$ cat src/hdl/flic_defs.vh
`ifndef FLIC_DEFS_VH
`define FLIC_DEFS_VH

`define FLIC_NUM_SRC      19
`define FLIC_SRC_W        5
`define FLIC_SRC_EXT_A    5'h00
`define FLIC_SRC_TMR_A    5'h01
`define FLIC_SRC_EXT_B    5'h02
`define FLIC_SRC_TMR_B    5'h03
`define FLIC_SRC_SER_A    5'h04
`define FLIC_SRC_TMR_C    5'h05
`define FLIC_SRC_EXT_C    5'h06
`define FLIC_SRC_SPI      5'h07
`define FLIC_SRC_ADC      5'h08
`define FLIC_SRC_ARRAY    5'h09
`define FLIC_SRC_SYSF     5'h0a
`define FLIC_SRC_KEYPAD   5'h0b
`define FLIC_SRC_TWI      5'h0c
`define FLIC_SRC_SER_B    5'h0e
`define FLIC_SRC_TMR_D    5'h10
`define FLIC_SRC_DMA      5'h12
`define FLIC_RESERVED_MSK 19'h2a000
`define FLIC_VEC_BASE     16'h0003
`define FLIC_VEC_STEP_SH  3
`define FLIC_LVL_W        2
`define FLIC_LVL_RST      2'h0
`define FLIC_ST_IDLE      2'h0
`define FLIC_ST_POLL      2'h1
`define FLIC_ST_CALL      2'h2

`endif

$ cat src/hdl/flic_ext_input.v
`timescale 1ns/1ps
`include "flic_defs.vh"

module flic_ext_input (
  input  wire clk_sys_in,
  input  wire rst_n_in,
  input  wire pin_in,
  input  wire high_active_in,
  input  wire type_select_in,
  input  wire sw_set_in,
  input  wire sw_clr_in,
  input  wire vector_taken_in,
  output reg  flag_out
);

  reg sync1_q;
  reg sync2_q;
  reg prev_q;
  wire active;
  wire edge_seen;

  always @(posedge clk_sys_in) begin
    if (!rst_n_in) begin
      sync1_q <= 1'b1;
      sync2_q <= 1'b1;
      prev_q  <= 1'b1;
    end else begin
      sync1_q <= pin_in;
      sync2_q <= sync1_q;
      prev_q  <= sync2_q;
    end
  end

  assign active    = high_active_in ? sync2_q : ~sync2_q;
  assign edge_seen = active & ~(high_active_in ? prev_q : ~prev_q);

  // Edge mode: sticky, set beats clear; level mode: follows the pin
  always @(posedge clk_sys_in) begin
    if (!rst_n_in)
      flag_out <= 1'b0;
    else if (type_select_in) begin
      if (edge_seen | sw_set_in)
        flag_out <= 1'b1;
      else if (vector_taken_in | sw_clr_in)
        flag_out <= 1'b0;
    end else
      flag_out <= active | sw_set_in;
  end

endmodule

$ cat src/hdl/flic_level_tracker.v
`timescale 1ns/1ps
`include "flic_defs.vh"

module flic_level_tracker (
  input  wire       clk_sys_in,
  input  wire       rst_n_in,
  input  wire       push_in,
  input  wire [1:0] push_level_in,
  input  wire       pop_in,
  output reg  [3:0] in_service_out,
  output wire       any_active_out,
  output reg  [1:0] top_level_out
);

  // Bit n set: a handler of level value n is running (3 = highest)
  reg [3:0] clr_mask;
  integer   i;

  always @* begin
    top_level_out = 2'h0;
    for (i = 0; i < 4; i = i + 1)
      if (in_service_out[i])
        top_level_out = i[1:0];
    clr_mask = 4'h0;
    clr_mask[top_level_out] = 1'b1;
  end

  assign any_active_out = |in_service_out;

  always @(posedge clk_sys_in) begin
    if (!rst_n_in)
      in_service_out <= 4'h0;
    else if (push_in)
      in_service_out <= in_service_out | (4'h1 << push_level_in);
    else if (pop_in)
      in_service_out <= in_service_out & ~clr_mask;
  end

endmodule

$ cat src/hdl/flic_core.v
// Functional notes
// - External inputs select level or edge trigger
// - Vectoring clears external flag only in edge
// - Timer A/B overflow cleared on vectoring
// - Serial A request ORs rx/tx, never auto-cleared
// - Serial B request ORs rx/tx, never auto-cleared
// - Timer C ORs overflow, external, low flags
// - Timer D ORs overflow, external, low flags
// - SPI done flag persists until software clears
// - ADC done/window/sample flags form request
// - Array request ORs counter and module flags
// - System flags ORed, tx added when redirected
// - Keypad match flag persists through vectoring
// - Two-wire state flag not auto-cleared
// - Software set/clear acts like hardware
// - Individual enables gated by global enable
// - Priority from high/low bit pairs
// - Higher level never preempted by lower
// - Same level resolved by polling order
// - Poll by source number, lowest first
// - Vector 0003H plus eight per source
// - DMA request ORs complete and timer flags
// - Sample, poll next cycle, then call
// - Block while equal/higher level in service
// - Vector only on last instruction cycle
// - One instruction after return or config write
`timescale 1ns/1ps
`include "flic_defs.vh"

module flic_core #(
  parameter NUM_SRC = `FLIC_NUM_SRC
) (
  input  wire               clk_sys_in,
  input  wire               rst_n_in,
  input  wire [2:0]         ext_irq_pin_in,
  input  wire [2:0]         ext_high_active_in,
  input  wire [2:0]         ext_type_select_in,
  input  wire [2:0]         ext_flag_set_in,
  input  wire [2:0]         ext_flag_clr_in,
  input  wire               timer_a_overflow_in,
  input  wire               timer_b_overflow_in,
  input  wire               timer_a_flag_wr_in,
  input  wire               timer_b_flag_wr_in,
  input  wire               timer_a_flag_wdata_in,
  input  wire               timer_b_flag_wdata_in,
  input  wire               serial_a_rx_flag_in,
  input  wire               serial_a_tx_flag_in,
  input  wire               serial_b_rx_flag_in,
  input  wire               serial_b_tx_flag_in,
  input  wire               timer_c_overflow_flag_in,
  input  wire               timer_c_external_flag_in,
  input  wire               timer_c_low_overflow_flag_in,
  input  wire               timer_d_overflow_flag_in,
  input  wire               timer_d_external_flag_in,
  input  wire               timer_d_low_overflow_flag_in,
  input  wire               spi_done_flag_in,
  input  wire               conversion_done_flag_in,
  input  wire               conversion_window_flag_in,
  input  wire               sample_flag_in,
  input  wire               array_counter_overflow_flag_in,
  input  wire [7:0]         array_module_flag_in,
  input  wire               rtc_overflow_flag_in,
  input  wire               brownout_a_flag_in,
  input  wire               brownout_b_flag_in,
  input  wire               watchdog_overflow_flag_in,
  input  wire               serial_start_detect_flag_in,
  input  wire               serial_stop_detect_flag_in,
  input  wire               sysflag_extra_a_in,
  input  wire               sysflag_extra_b_in,
  input  wire               tx_redirect_enable_in,
  input  wire               keypad_match_flag_in,
  input  wire               twi_state_flag_in,
  input  wire               dma_complete_flag_in,
  input  wire               timer_e_overflow_flag_in,
  input  wire               timer_f_overflow_flag_in,
  input  wire               global_irq_enable_in,
  input  wire [NUM_SRC-1:0] source_enable_in,
  input  wire [NUM_SRC-1:0] priority_high_in,
  input  wire [NUM_SRC-1:0] priority_low_in,
  input  wire               instr_last_cycle_in,
  input  wire               instr_is_return_in,
  input  wire               instr_cfg_write_in,
  output wire [2:0]         ext_request_flag_out,
  output reg                timer_a_overflow_flag_out,
  output reg                timer_b_overflow_flag_out,
  output reg                hardware_long_call_out,
  output reg  [15:0]        vector_addr_out,
  output reg  [4:0]         vector_source_out,
  output wire [3:0]         in_service_out
);

  //////////////////////////////////////////////////////////////////////////
  // Vector address from source number
  function [15:0] vec_of;
    input [4:0] src;
    begin
      vec_of = `FLIC_VEC_BASE + ({11'h000, src} << `FLIC_VEC_STEP_SH);
    end
  endfunction

  //////////////////////////////////////////////////////////////////////////
  // Request flags
  reg  [NUM_SRC-1:0] req_raw;
  reg  [NUM_SRC-1:0] req_q;
  wire               take;
  reg  [4:0]         win_src;

  genvar g;
  generate
    for (g = 0; g < 3; g = g + 1) begin : g_ext
      flic_ext_input u_ext (
        .clk_sys_in      (clk_sys_in),
        .rst_n_in        (rst_n_in),
        .pin_in          (ext_irq_pin_in[g]),
        .high_active_in  (ext_high_active_in[g]),
        .type_select_in  (ext_type_select_in[g]),
        .sw_set_in       (ext_flag_set_in[g]),
        .sw_clr_in       (ext_flag_clr_in[g]),
        .vector_taken_in (take && win_src == (g == 0 ? `FLIC_SRC_EXT_A :
                                              g == 1 ? `FLIC_SRC_EXT_B :
                                                       `FLIC_SRC_EXT_C)),
        .flag_out        (ext_request_flag_out[g])
      );
    end
  endgenerate

  // Timer A/B overflow flags held here; software write has hardware effect
  always @(posedge clk_sys_in) begin
    if (!rst_n_in) begin
      timer_a_overflow_flag_out <= 1'b0;
      timer_b_overflow_flag_out <= 1'b0;
    end else begin
      if (timer_a_overflow_in)
        timer_a_overflow_flag_out <= 1'b1;
      else if (timer_a_flag_wr_in)
        timer_a_overflow_flag_out <= timer_a_flag_wdata_in;
      else if (take && win_src == `FLIC_SRC_TMR_A)
        timer_a_overflow_flag_out <= 1'b0;
      if (timer_b_overflow_in)
        timer_b_overflow_flag_out <= 1'b1;
      else if (timer_b_flag_wr_in)
        timer_b_overflow_flag_out <= timer_b_flag_wdata_in;
      else if (take && win_src == `FLIC_SRC_TMR_B)
        timer_b_overflow_flag_out <= 1'b0;
    end
  end

  // Request gathering; flags owned by peripherals are never cleared here
  always @* begin
    req_raw = {NUM_SRC{1'b0}};
    req_raw[`FLIC_SRC_EXT_A]  = ext_request_flag_out[0];
    req_raw[`FLIC_SRC_TMR_A]  = timer_a_overflow_flag_out;
    req_raw[`FLIC_SRC_EXT_B]  = ext_request_flag_out[1];
    req_raw[`FLIC_SRC_TMR_B]  = timer_b_overflow_flag_out;
    req_raw[`FLIC_SRC_SER_A]  = serial_a_rx_flag_in | serial_a_tx_flag_in;
    req_raw[`FLIC_SRC_TMR_C]  = timer_c_overflow_flag_in | timer_c_external_flag_in |
                                timer_c_low_overflow_flag_in;
    req_raw[`FLIC_SRC_EXT_C]  = ext_request_flag_out[2];
    req_raw[`FLIC_SRC_SPI]    = spi_done_flag_in;
    req_raw[`FLIC_SRC_ADC]    = conversion_done_flag_in | conversion_window_flag_in |
                                sample_flag_in;
    req_raw[`FLIC_SRC_ARRAY]  = array_counter_overflow_flag_in |
                                (|array_module_flag_in);
    req_raw[`FLIC_SRC_SYSF]   = rtc_overflow_flag_in | brownout_a_flag_in |
                                brownout_b_flag_in | watchdog_overflow_flag_in |
                                serial_start_detect_flag_in | serial_stop_detect_flag_in |
                                sysflag_extra_a_in | sysflag_extra_b_in |
                                (serial_a_tx_flag_in & tx_redirect_enable_in);
    req_raw[`FLIC_SRC_KEYPAD] = keypad_match_flag_in;
    req_raw[`FLIC_SRC_TWI]    = twi_state_flag_in;
    req_raw[`FLIC_SRC_SER_B]  = serial_b_rx_flag_in | serial_b_tx_flag_in;
    req_raw[`FLIC_SRC_TMR_D]  = timer_d_overflow_flag_in | timer_d_external_flag_in |
                                timer_d_low_overflow_flag_in;
    req_raw[`FLIC_SRC_DMA]    = dma_complete_flag_in | timer_e_overflow_flag_in |
                                timer_f_overflow_flag_in;
  end

  //////////////////////////////////////////////////////////////////////////
  // Sample stage
  always @(posedge clk_sys_in) begin
    if (!rst_n_in)
      req_q <= {NUM_SRC{1'b0}};
    else
      req_q <= req_raw & source_enable_in & ~`FLIC_RESERVED_MSK
               & {NUM_SRC{global_irq_enable_in}};
  end

  //////////////////////////////////////////////////////////////////////////
  // Arbitration: highest level, then lowest source number
  reg  [1:0] win_lvl;
  reg        win_valid;
  reg  [1:0] lvl;
  integer    s;

  always @* begin
    win_valid = 1'b0;
    win_lvl   = `FLIC_LVL_RST;
    win_src   = 5'h00;
    lvl       = 2'h0;
    for (s = NUM_SRC - 1; s >= 0; s = s - 1) begin
      lvl = {priority_high_in[s], priority_low_in[s]};
      if (req_q[s] && (!win_valid || lvl >= win_lvl)) begin
        win_valid = 1'b1;
        win_lvl   = lvl;
        win_src   = s[4:0];
      end
    end
  end

  //////////////////////////////////////////////////////////////////////////
  // Block conditions
  wire [3:0] svc;
  wire       svc_any;
  wire [1:0] svc_top;
  reg        hold_q;

  // One instruction must finish after return or config write
  always @(posedge clk_sys_in) begin
    if (!rst_n_in)
      hold_q <= 1'b0;
    else if (instr_last_cycle_in)
      hold_q <= instr_is_return_in | instr_cfg_write_in;
  end

  assign take = win_valid
                && global_irq_enable_in
                && instr_last_cycle_in
                && !instr_is_return_in && !instr_cfg_write_in && !hold_q
                && (!svc_any || win_lvl > svc_top);

  flic_level_tracker u_lvl (
    .clk_sys_in     (clk_sys_in),
    .rst_n_in       (rst_n_in),
    .push_in        (take),
    .push_level_in  (win_lvl),
    .pop_in         (instr_is_return_in & instr_last_cycle_in),
    .in_service_out (svc),
    .any_active_out (svc_any),
    .top_level_out  (svc_top)
  );

  assign in_service_out = svc;

  //////////////////////////////////////////////////////////////////////////
  // Call output
  always @(posedge clk_sys_in) begin
    if (!rst_n_in) begin
      hardware_long_call_out <= 1'b0;
      vector_addr_out        <= 16'h0000;
      vector_source_out      <= 5'h00;
    end else begin
      hardware_long_call_out <= take;
      if (take) begin
        vector_addr_out   <= vec_of(win_src);
        vector_source_out <= win_src;
      end
    end
  end

endmodule

$ cat config.mk
export PLATFORM = sky130hd
export DESIGN_NAME = flic_core
export DESIGN_NICKNAME = d
export VERILOG_FILES = /design/src/hdl/flic_ext_input.v /design/src/hdl/flic_level_tracker.v /design/src/hdl/flic_core.v
export VERILOG_INCLUDE_DIRS = /design/src /design/src/hdl
export SDC_FILE = /design/constraint.sdc
export NUM_CORES = 1
export LEC_CHECK = 0
export BUFFER_PORTS_ARGS = -buffer_cell sky130_fd_sc_hd__buf_4
export CAP_MARGIN = 40
export CORE_ASPECT_RATIO = 0.5
export CORE_MARGIN = 3
export CORE_UTILIZATION = 43
export CTS_BUF_LIST = sky130_fd_sc_hd__clkbuf_8
export DETAILED_ROUTE_END_ITERATION = 10
export GPL_TIMING_DRIVEN = 0
export PLACE_DENSITY = 0.72
export SKIP_CTS_REPAIR_TIMING = 1
export SLEW_MARGIN = 20
export SYNTH_ARGS = -nofsm -noshare
export SYNTH_HDL_FRONTEND = slang
export SYNTH_SLANG_ARGS = --single-unit
$ cat constraint.sdc
create_clock -name clk_sys_in -period 28.8 [get_ports clk_sys_in]
set_clock_uncertainty 0.2 [all_clocks]
set_input_delay 2.88 -clock clk_sys_in [delete_from_list [all_inputs] [get_ports clk_sys_in]]
set_output_delay 2.88 -clock clk_sys_in [all_outputs]
set_load 0.1 [all_outputs]
Yosys cells after proc, flatten, opt, wreduce, memory -nomap -nowiden:

Index checks and enable logic that the tools add are counted.

* flip-flop bits (word level): 60
* bits in latches: 0
* memory bits (writable): 0
* ROM bits: 0
* input port bits: 121
* output and inout bits: 31
* logic and storage cells: 260
* memories kept: 0

* add/subtract/negate cells: 1
* multipliers: 0
* div/mod/pow operators: 0
* magnitude comparators: 21
* equality and inequality tests: 7
* shift-type cells: 1
* mux-type cells: 85
* bitwise logic cells: 48
* reductions and logical operators: 77

Operators with widths (number)
* 5-bit 2-to-1 mux: 19
* 1-bit 2-to-1 mux: 42
* 2-bit 2-to-1 mux: 21
* 19-bit bitwise AND: 2
* 2-bit greater-or-equal comparator: 18
* 1-bit logical AND: 30
* 1-bit OR: 29
* 1-bit logical NOT: 22
* 1-bit logical OR: 19
* 5-bit by 2-bit equality test with 1-bit output (second input constant): 2
* 2-bit by 8-bit adder with 9-bit output (first input constant): 1
* 3-bit by 1-bit != test with 1-bit output (second input constant): 3
* 1-bit inverter: 9
* 4-bit 2-to-1 mux: 2
* 8-bit OR reduction: 1
* 3-bit nonzero test: 2
* 1-bit bitwise AND: 5
* 5-bit by 1-bit equality test with 1-bit output (second input constant): 1
* 5-bit by 3-bit equality test with 1-bit output (second input constant): 1
* 5-bit logical NOT: 1
* 4-bit bitwise AND: 1
* 4-bit inverter: 1
* 4-bit OR: 1
* 4-bit OR reduction: 1
* other kinds (6): 6

Logic depth before layout (Yosys ltp):

* depth after elaboration: 84
* gate-level depth with buffers: 117
* depth with buffers taken out: 116

Cells and area by module:

A second synthesis with hierarchy kept.

* cells, all modules: 423
* area, all modules: 3354.5 µm²

Modules (own cells, without submodules)
* flic_core: instances 1, cells each 363, area an instance 2745.1 µm², sequential area each 520.5 µm²
* flic_ext_input: instances 3, cells each 13, area an instance 140.1 µm², sequential area each 80.1 µm²
* flic_level_tracker: instances 1, cells each 21, area an instance 188.9 µm², sequential area each 80.1 µm²

Worst setup path before layout:

No wires, ideal clock.

* path kind: input to register
* start point: input port priority_low_in[18]
* end point: register g_ext[2].u_ext.flag_out
* library setup time: 0.127 ns
* data arrival time: 22.629 ns
* data required time: 28.473 ns
* path slack: 5.844 ns
* cell stages on the path: 110
* buffers on the path: 1
* cells stage by stage: and2_1 ha_1 nor2b_1 o22ai_1 mux2i_1 inv_1 ha_1 a211o_1 a221oi_1 nor2_1 ha_1 nand2b_1 a221o_1 and2_1 o31ai_1 ha_1 nor3b_1 a2bb2oi_1 (+74 left out) o31ai_4 inv_2 ha_1 nand2b_1 a21oi_1 o31ai_1 nand2_1 inv_1 nand2_1 o21ai_0 ha_1 a21oi_1 a21oi_1 a21oi_1 or4_1 or2_2 a2111oi_0 o21ai_1

* word-level cells in the longest chain between the ends: 82
* elaborated cells between the ends (all ways): 138
* those cells by class: order compare: 19; eq/ne: 2; mux: 55; bitwise: 1; reduce/logical: 61

Ends and longest elaborated chain
* from (decl): RTL line flic_core.v:79 `input wire [NUM_SRC-1:0] priority_low_in,`
* 2-bit 2-to-1 mux *: RTL line flic_core.v:202 `if (req_q[s] && (!win_valid || lvl >= win_lvl)) begin`
* 2-bit greater-or-equal comparator: RTL line flic_core.v:202
* 1-bit logical OR: RTL line flic_core.v:202
* 1-bit logical AND: RTL line flic_core.v:202
* 2-bit 2-to-1 mux / 1-bit 2-to-1 mux (equally long branches): RTL line flic_core.v:202
* 2-bit greater-or-equal comparator / 1-bit logical NOT (equally long branches): RTL line flic_core.v:202
* 1-bit logical OR: RTL line flic_core.v:202
* 1-bit logical AND: RTL line flic_core.v:202
* (+64 left out)
* 1-bit 2-to-1 mux: RTL line flic_core.v:202
* 1-bit logical AND: RTL line flic_core.v:226 `&& global_irq_enable_in`
* 1-bit logical AND: RTL line flic_core.v:227 `&& instr_last_cycle_in`
* 1-bit logical AND (3 in a row): RTL line flic_core.v:228 `&& !instr_is_return_in && !instr_cfg_write_in && !hold_q`
* 1-bit logical AND: RTL line flic_core.v:229 `&& (!svc_any || win_lvl > svc_top);`
* 1-bit logical AND *: RTL line flic_core.v:119 `` .vector_taken_in (take && win_src == (g == 0 ? `FLIC_SRC_EXT_A : ``
* 1-bit OR *: RTL line flic_ext_input.v:44 `else if (vector_taken_in | sw_clr_in)`
* 3-bit by 1-bit != test with 1-bit output (no source line) *
* to (signal assigned): RTL line flic_ext_input.v:47 `flag_out <= active | sw_set_in;`
* to (decl): RTL line flic_ext_input.v:13 `output reg flag_out`

Every way passes the cells marked *; elsewhere a longest branch is shown, timed or not.
A chain may end at the register's enable or synchronous reset.

Final worst setup path:

Same ends and word-level chain as after synthesis.

==> results.md <==
Critical path:
- The class of the most critical setup path is in2reg.
- The launching element of the worst setup path is priority_low_in[18].
- On the critical path the largest part of the delay comes from compound AO/OA/AOI/OAI gates.
- The dominant cell type by count on the critical path is sky130_fd_sc_hd__ha_1.
- STA classifies the critical path startpoint as an input pin.
- STA classifies the critical path endpoint as a register.
- The number of cells on the worst reg-to-reg path is 109.
- The total buffers and inverters traversed by the critical path is 6.
- The data required time of the critical path is 28.79 ns.
- In this run the critical register-to-register path is captured at g_ext[2].u_ext.flag_out.
- The minimum setup slack among reg-to-reg paths is 5.54 ns.
- On the critical path, the stage with the largest delay is an instance of sky130_fd_sc_hd__or4_1.
- The startpoint of the worst-slack reg-to-reg timing path is req_q[18].
- The largest stage delay on the critical path is 0.59 ns.
- STA puts the critical path data arrival time at 25.50 ns.
- The peak fanout along the critical path is 10.

CTS:
- The TritonCTS clock tree is built.
- The total CTS buffers is 5.
- The H-tree level count is 2.
- The latest clock arrival within the worst-skew pair is 0.31 ns.
- Clock tree synthesis selected as its root buffer the cell sky130_fd_sc_hd__clkbuf_8.
- The count of clock tree sinks is 42.
- Counting along the longest clock path gives a buffer depth of 2.
- The register clock-pin slew on the reported worst setup and hold paths is 0.08 ns.

Drt:
- The via count is 3,863.
- In this run, the number of DRC markers left after iteration 0 of detailed routing was 225.
- The first-pass iteration count of the detailed router is 5.
- The total wirelength of the detailed-routed design is 10,390 um.
- The ratio of routed vias to standard cells is 5.464.
- The number of antenna-violating nets in the routed design is 0.
- In the routed design, unresolved DRC markers number 0.
- After detailed routing, the average wire length per cell comes to 14.69 um.

Power and ir drop:
- The leakage component of the power is 2.319 nW.
- For this design the ratio of total power to cell area is 36.63 mW/mm^2.
- The largest vdd supply drop is 0.02457 mV.

Synthesis:
- The cell count after synthesis is 451.
- The mean instance size in the synthesized netlist is 7.901 um^2.
- The fraction of registers with async set/reset is 0%.
- The largest total area in the synthesized netlist belongs to sky130_fd_sc_hd__dfxtp_1.
- The synthesized design contains 42 register bits.
- The fraction of synthesized cell area taken by the top area cell type is 23.60%.
- Yosys printed 0 warnings.
- Synthesis instantiated 80 different standard cells from the library.
- The synthesized design contains 0 enable-type register cells.
- Summing every instance area after synthesis gives 0.003563 mm^2.
- The part of the Yosys area used for sequential elements is 23.60%.
- By area the synthesized netlist is led by sky130_fd_sc_hd__dfxtp_1, sky130_fd_sc_hd__ha_1, sky130_fd_sc_hd__nand2b_1.
- The most used flip-flop cell after synthesis is sky130_fd_sc_hd__dfxtp_1.

Timing:
- The highest clock rate is 39.20 MHz.
- Final hold analysis gives a worst-case slack of 0.2129 ns.
- The aggregate negative setup slack is 0 ns.
- Setup repair after global routing left no endpoint under its margin.
- The worst relative slew slack is 62.48%.
- The final hold violation count was 0.
- The actual slew at the worst max-slew pin is 0.5580 ns.
- The clock period minus final worst setup slack is 25.51 ns.
- Setup violations remaining at the end of the flow were counted as 0.
- The number of max-slew violations in the final report is 0.
- The share of the clock period used by the worst path is 88.57%.

Cells and area:
- The number of diodes is 0.
- The ratio of cells with drive above 1 in the final layout is 30.72%.
- For this run, the post-layout net count is 743.
- In the final layout, flip-flops and latches occupy 840.8 um^2.
- Counting the fill cells in the layout gives 748.
- The area of the multi-input gates is 0.002431 mm^2.
- The area added between synthesis and finish is 34.90%.

Placed design:
- Once detailed placement completed, the half-perimeter wirelength came to 8492 um.
- At the end of routability-driven placement, the weighted congestion stood at 0.8892.
- The number of buffer cells added on primary ports is 132.

Floorplan:
- Measured along the x axis, the die boundary spans 134.7 um.
- The placeable core area is 0.007680 mm^2.
- From bottom edge to top edge, the die measures 70.37 um.
- The count of standard-cell rows is 22.
- The initial cell density of the core is 46.40%.
- The number of I/O pins is 152.
- The die covers 0.009482 mm^2.

Worst hold path:
- Counting instances, the worst hold path has a depth of 1.
- The worst hold path terminates at g_ext[0].u_ext.sync2_q.
- In this run the most critical hold path is launched from g_ext[0].u_ext.sync1_q.
- The min-delay analysis places its worst path in the category reg2reg.

Outcome:
- The flow ran to the end, and the final reports show no timing, DRC or antenna violations.

Global routing:
- The initial antenna violation count is 0.
- The total overflow left after global routing is 0.
- The first global-routing pass estimated 16,670 um of wire.
- The largest net degree at the start of global routing is 15.
- The global-route usage over all layers is 21.15%.
- The via count of the first global-routing pass came to 3,623.

Flow run:
- Max-cap violations in this run came to 0.
worst max-delay path by stage:
| stage | end | slack [ns] | depth (start not counted) |
|---|---|---|---|
| floorplan | g_ext[2].u_ext.flag_out | 5.84 | 110 |
| global placement | g_ext[2].u_ext.flag_out | 3.35 | 108 |
| detailed placement | g_ext[2].u_ext.flag_out | 3.20 | 110 |
| CTS | g_ext[2].u_ext.flag_out | 3.43 | 110 |
| global route | g_ext[2].u_ext.flag_out | 1.56 | 111 |
| finish | g_ext[2].u_ext.flag_out | 3.29 | 110 |
stage by stage:
stage	cells	cell area (um^2)	power [mW]	worst slack, ns	util, %
after floorplan	459	3593	0.1139	5.844	-
after global placement	699	4720	0.1365	3.350	61.45
after detailed placement	699	4720	0.1376	3.201	61.45
after CTS	707	4807	0.1770	3.434	62.59
after global routing	707	4807	0.1873	1.559	62.59
final	707	4807	0.1761	3.292	62.59
cells in the final DEF, fill, tap and decap left out, types with 4 or more instances in the layout:
| master | n |
|---|---|
| sky130_fd_sc_hd__a21o_1 | 8 |
| sky130_fd_sc_hd__a21oi_1 | 25 |
| sky130_fd_sc_hd__a22o_1 | 4 |
| sky130_fd_sc_hd__a31oi_1 | 8 |
| sky130_fd_sc_hd__and2_1 | 5 |
| sky130_fd_sc_hd__and3_1 | 12 |
| sky130_fd_sc_hd__buf_4 | 150 |
| sky130_fd_sc_hd__clkbuf_1 | 7 |
| sky130_fd_sc_hd__clkbuf_8 | 5 |
| sky130_fd_sc_hd__conb_1 | 9 |
| sky130_fd_sc_hd__dfxtp_1 | 42 |
| sky130_fd_sc_hd__ha_1 | 24 |
| sky130_fd_sc_hd__inv_1 | 35 |
| sky130_fd_sc_hd__mux2i_1 | 4 |
| sky130_fd_sc_hd__nand2_1 | 37 |
| sky130_fd_sc_hd__nand2b_1 | 23 |
| sky130_fd_sc_hd__nand3_1 | 11 |
| sky130_fd_sc_hd__nor2_1 | 36 |
| sky130_fd_sc_hd__nor2b_1 | 4 |
| sky130_fd_sc_hd__nor3_1 | 8 |
| sky130_fd_sc_hd__nor4_1 | 7 |
| sky130_fd_sc_hd__o2111ai_1 | 4 |
| sky130_fd_sc_hd__o211a_1 | 4 |
| sky130_fd_sc_hd__o211ai_1 | 4 |
| sky130_fd_sc_hd__o21ai_0 | 22 |
| sky130_fd_sc_hd__o21ai_1 | 4 |
| sky130_fd_sc_hd__o311a_1 | 6 |
| sky130_fd_sc_hd__or4_1 | 4 |
report_power, final:
group          switching [mW]  leakage, nW  internal [mW]
clock                  0.0221       0.0483         0.0171
combinational          0.0430         1.93         0.0319
sequential            0.00189        0.344         0.0602
total                  0.0669         2.32          0.109
layout make-up:
class	instances	area share [%]
Sequential cell	42	17.49
Clock buffer	5	1.432
Clock inverter	3	0.3904
Timing Repair Buffer	132	20.61
Multi-Input combinational cell	352	50.57
Buffer	27	3.696
Inverter	38	2.993
Tap cell	108	2.811
synth_stat cells (3+ instances only):
library cell                instances
sky130_fd_sc_hd__nor2_1            36
sky130_fd_sc_hd__o211a_1            4
sky130_fd_sc_hd__o31a_1             3
sky130_fd_sc_hd__a211o_1            3
sky130_fd_sc_hd__o21ai_1            4
sky130_fd_sc_hd__nor3_1             8
sky130_fd_sc_hd__nand3_1           11
sky130_fd_sc_hd__inv_1             35
sky130_fd_sc_hd__buf_4             18
sky130_fd_sc_hd__o311a_1            6
sky130_fd_sc_hd__mux2i_1            4
sky130_fd_sc_hd__or3_1              3
sky130_fd_sc_hd__nand2b_1          23
sky130_fd_sc_hd__a211oi_1           3
sky130_fd_sc_hd__o21ai_0           22
sky130_fd_sc_hd__clkbuf_1           7
sky130_fd_sc_hd__o2111ai_1          4
sky130_fd_sc_hd__and2_1             5
sky130_fd_sc_hd__o31ai_4            3
sky130_fd_sc_hd__o31ai_1            3
sky130_fd_sc_hd__a22o_1             4
sky130_fd_sc_hd__a32oi_1            3
sky130_fd_sc_hd__or4_1              4
sky130_fd_sc_hd__a31oi_1            8
sky130_fd_sc_hd__xnor2_1            3
sky130_fd_sc_hd__a21o_1             8
sky130_fd_sc_hd__o221a_2            3
sky130_fd_sc_hd__dfxtp_1           42
sky130_fd_sc_hd__nor2b_1            4
sky130_fd_sc_hd__ha_1              24
sky130_fd_sc_hd__and3_1            12
sky130_fd_sc_hd__nand2_1           37
sky130_fd_sc_hd__a22oi_1            3
sky130_fd_sc_hd__a221o_1            3
sky130_fd_sc_hd__o211ai_1           4
sky130_fd_sc_hd__nor4_1             7
sky130_fd_sc_hd__a21oi_1           25
cells by family after synthesis:
| family | synth area share, % |
|---|---|
| mux | 1.440 |
| simple gates | 23.74 |
| flops | 23.60 |
| fa+ha+maj | 8.708 |
| buf+inv | 9.024 |
| xor+xnor | 0.9833 |
| compound gates | 32.41 |
| other cells | 0.1052 |
metal layers:
metal	vias up	part of all wire, %	track usage, %
li1	1948	-	-
met1	1794	46	28.03
met2	116	47	36.08
met3	5	6.2	4.460
met4	0	0.32	3.160
met5	-	0	0
registers in the layout, indices dropped and copies added, names as in the netlist:
signal and flops:
vector_addr_out 2, hold_q 1, timer_b_overflow_flag_out 1, timer_a_overflow_flag_out 1, g_ext.u_ext.sync1_q 3, hardware_long_call_out 1, req_q 16, g_ext.u_ext.flag_out 3
g_ext.u_ext.prev_q 3, g_ext.u_ext.sync2_q 3, u_lvl.in_service_out 4, vector_source_out 4
No activity file was read; power rests on OpenSTA's default activity.
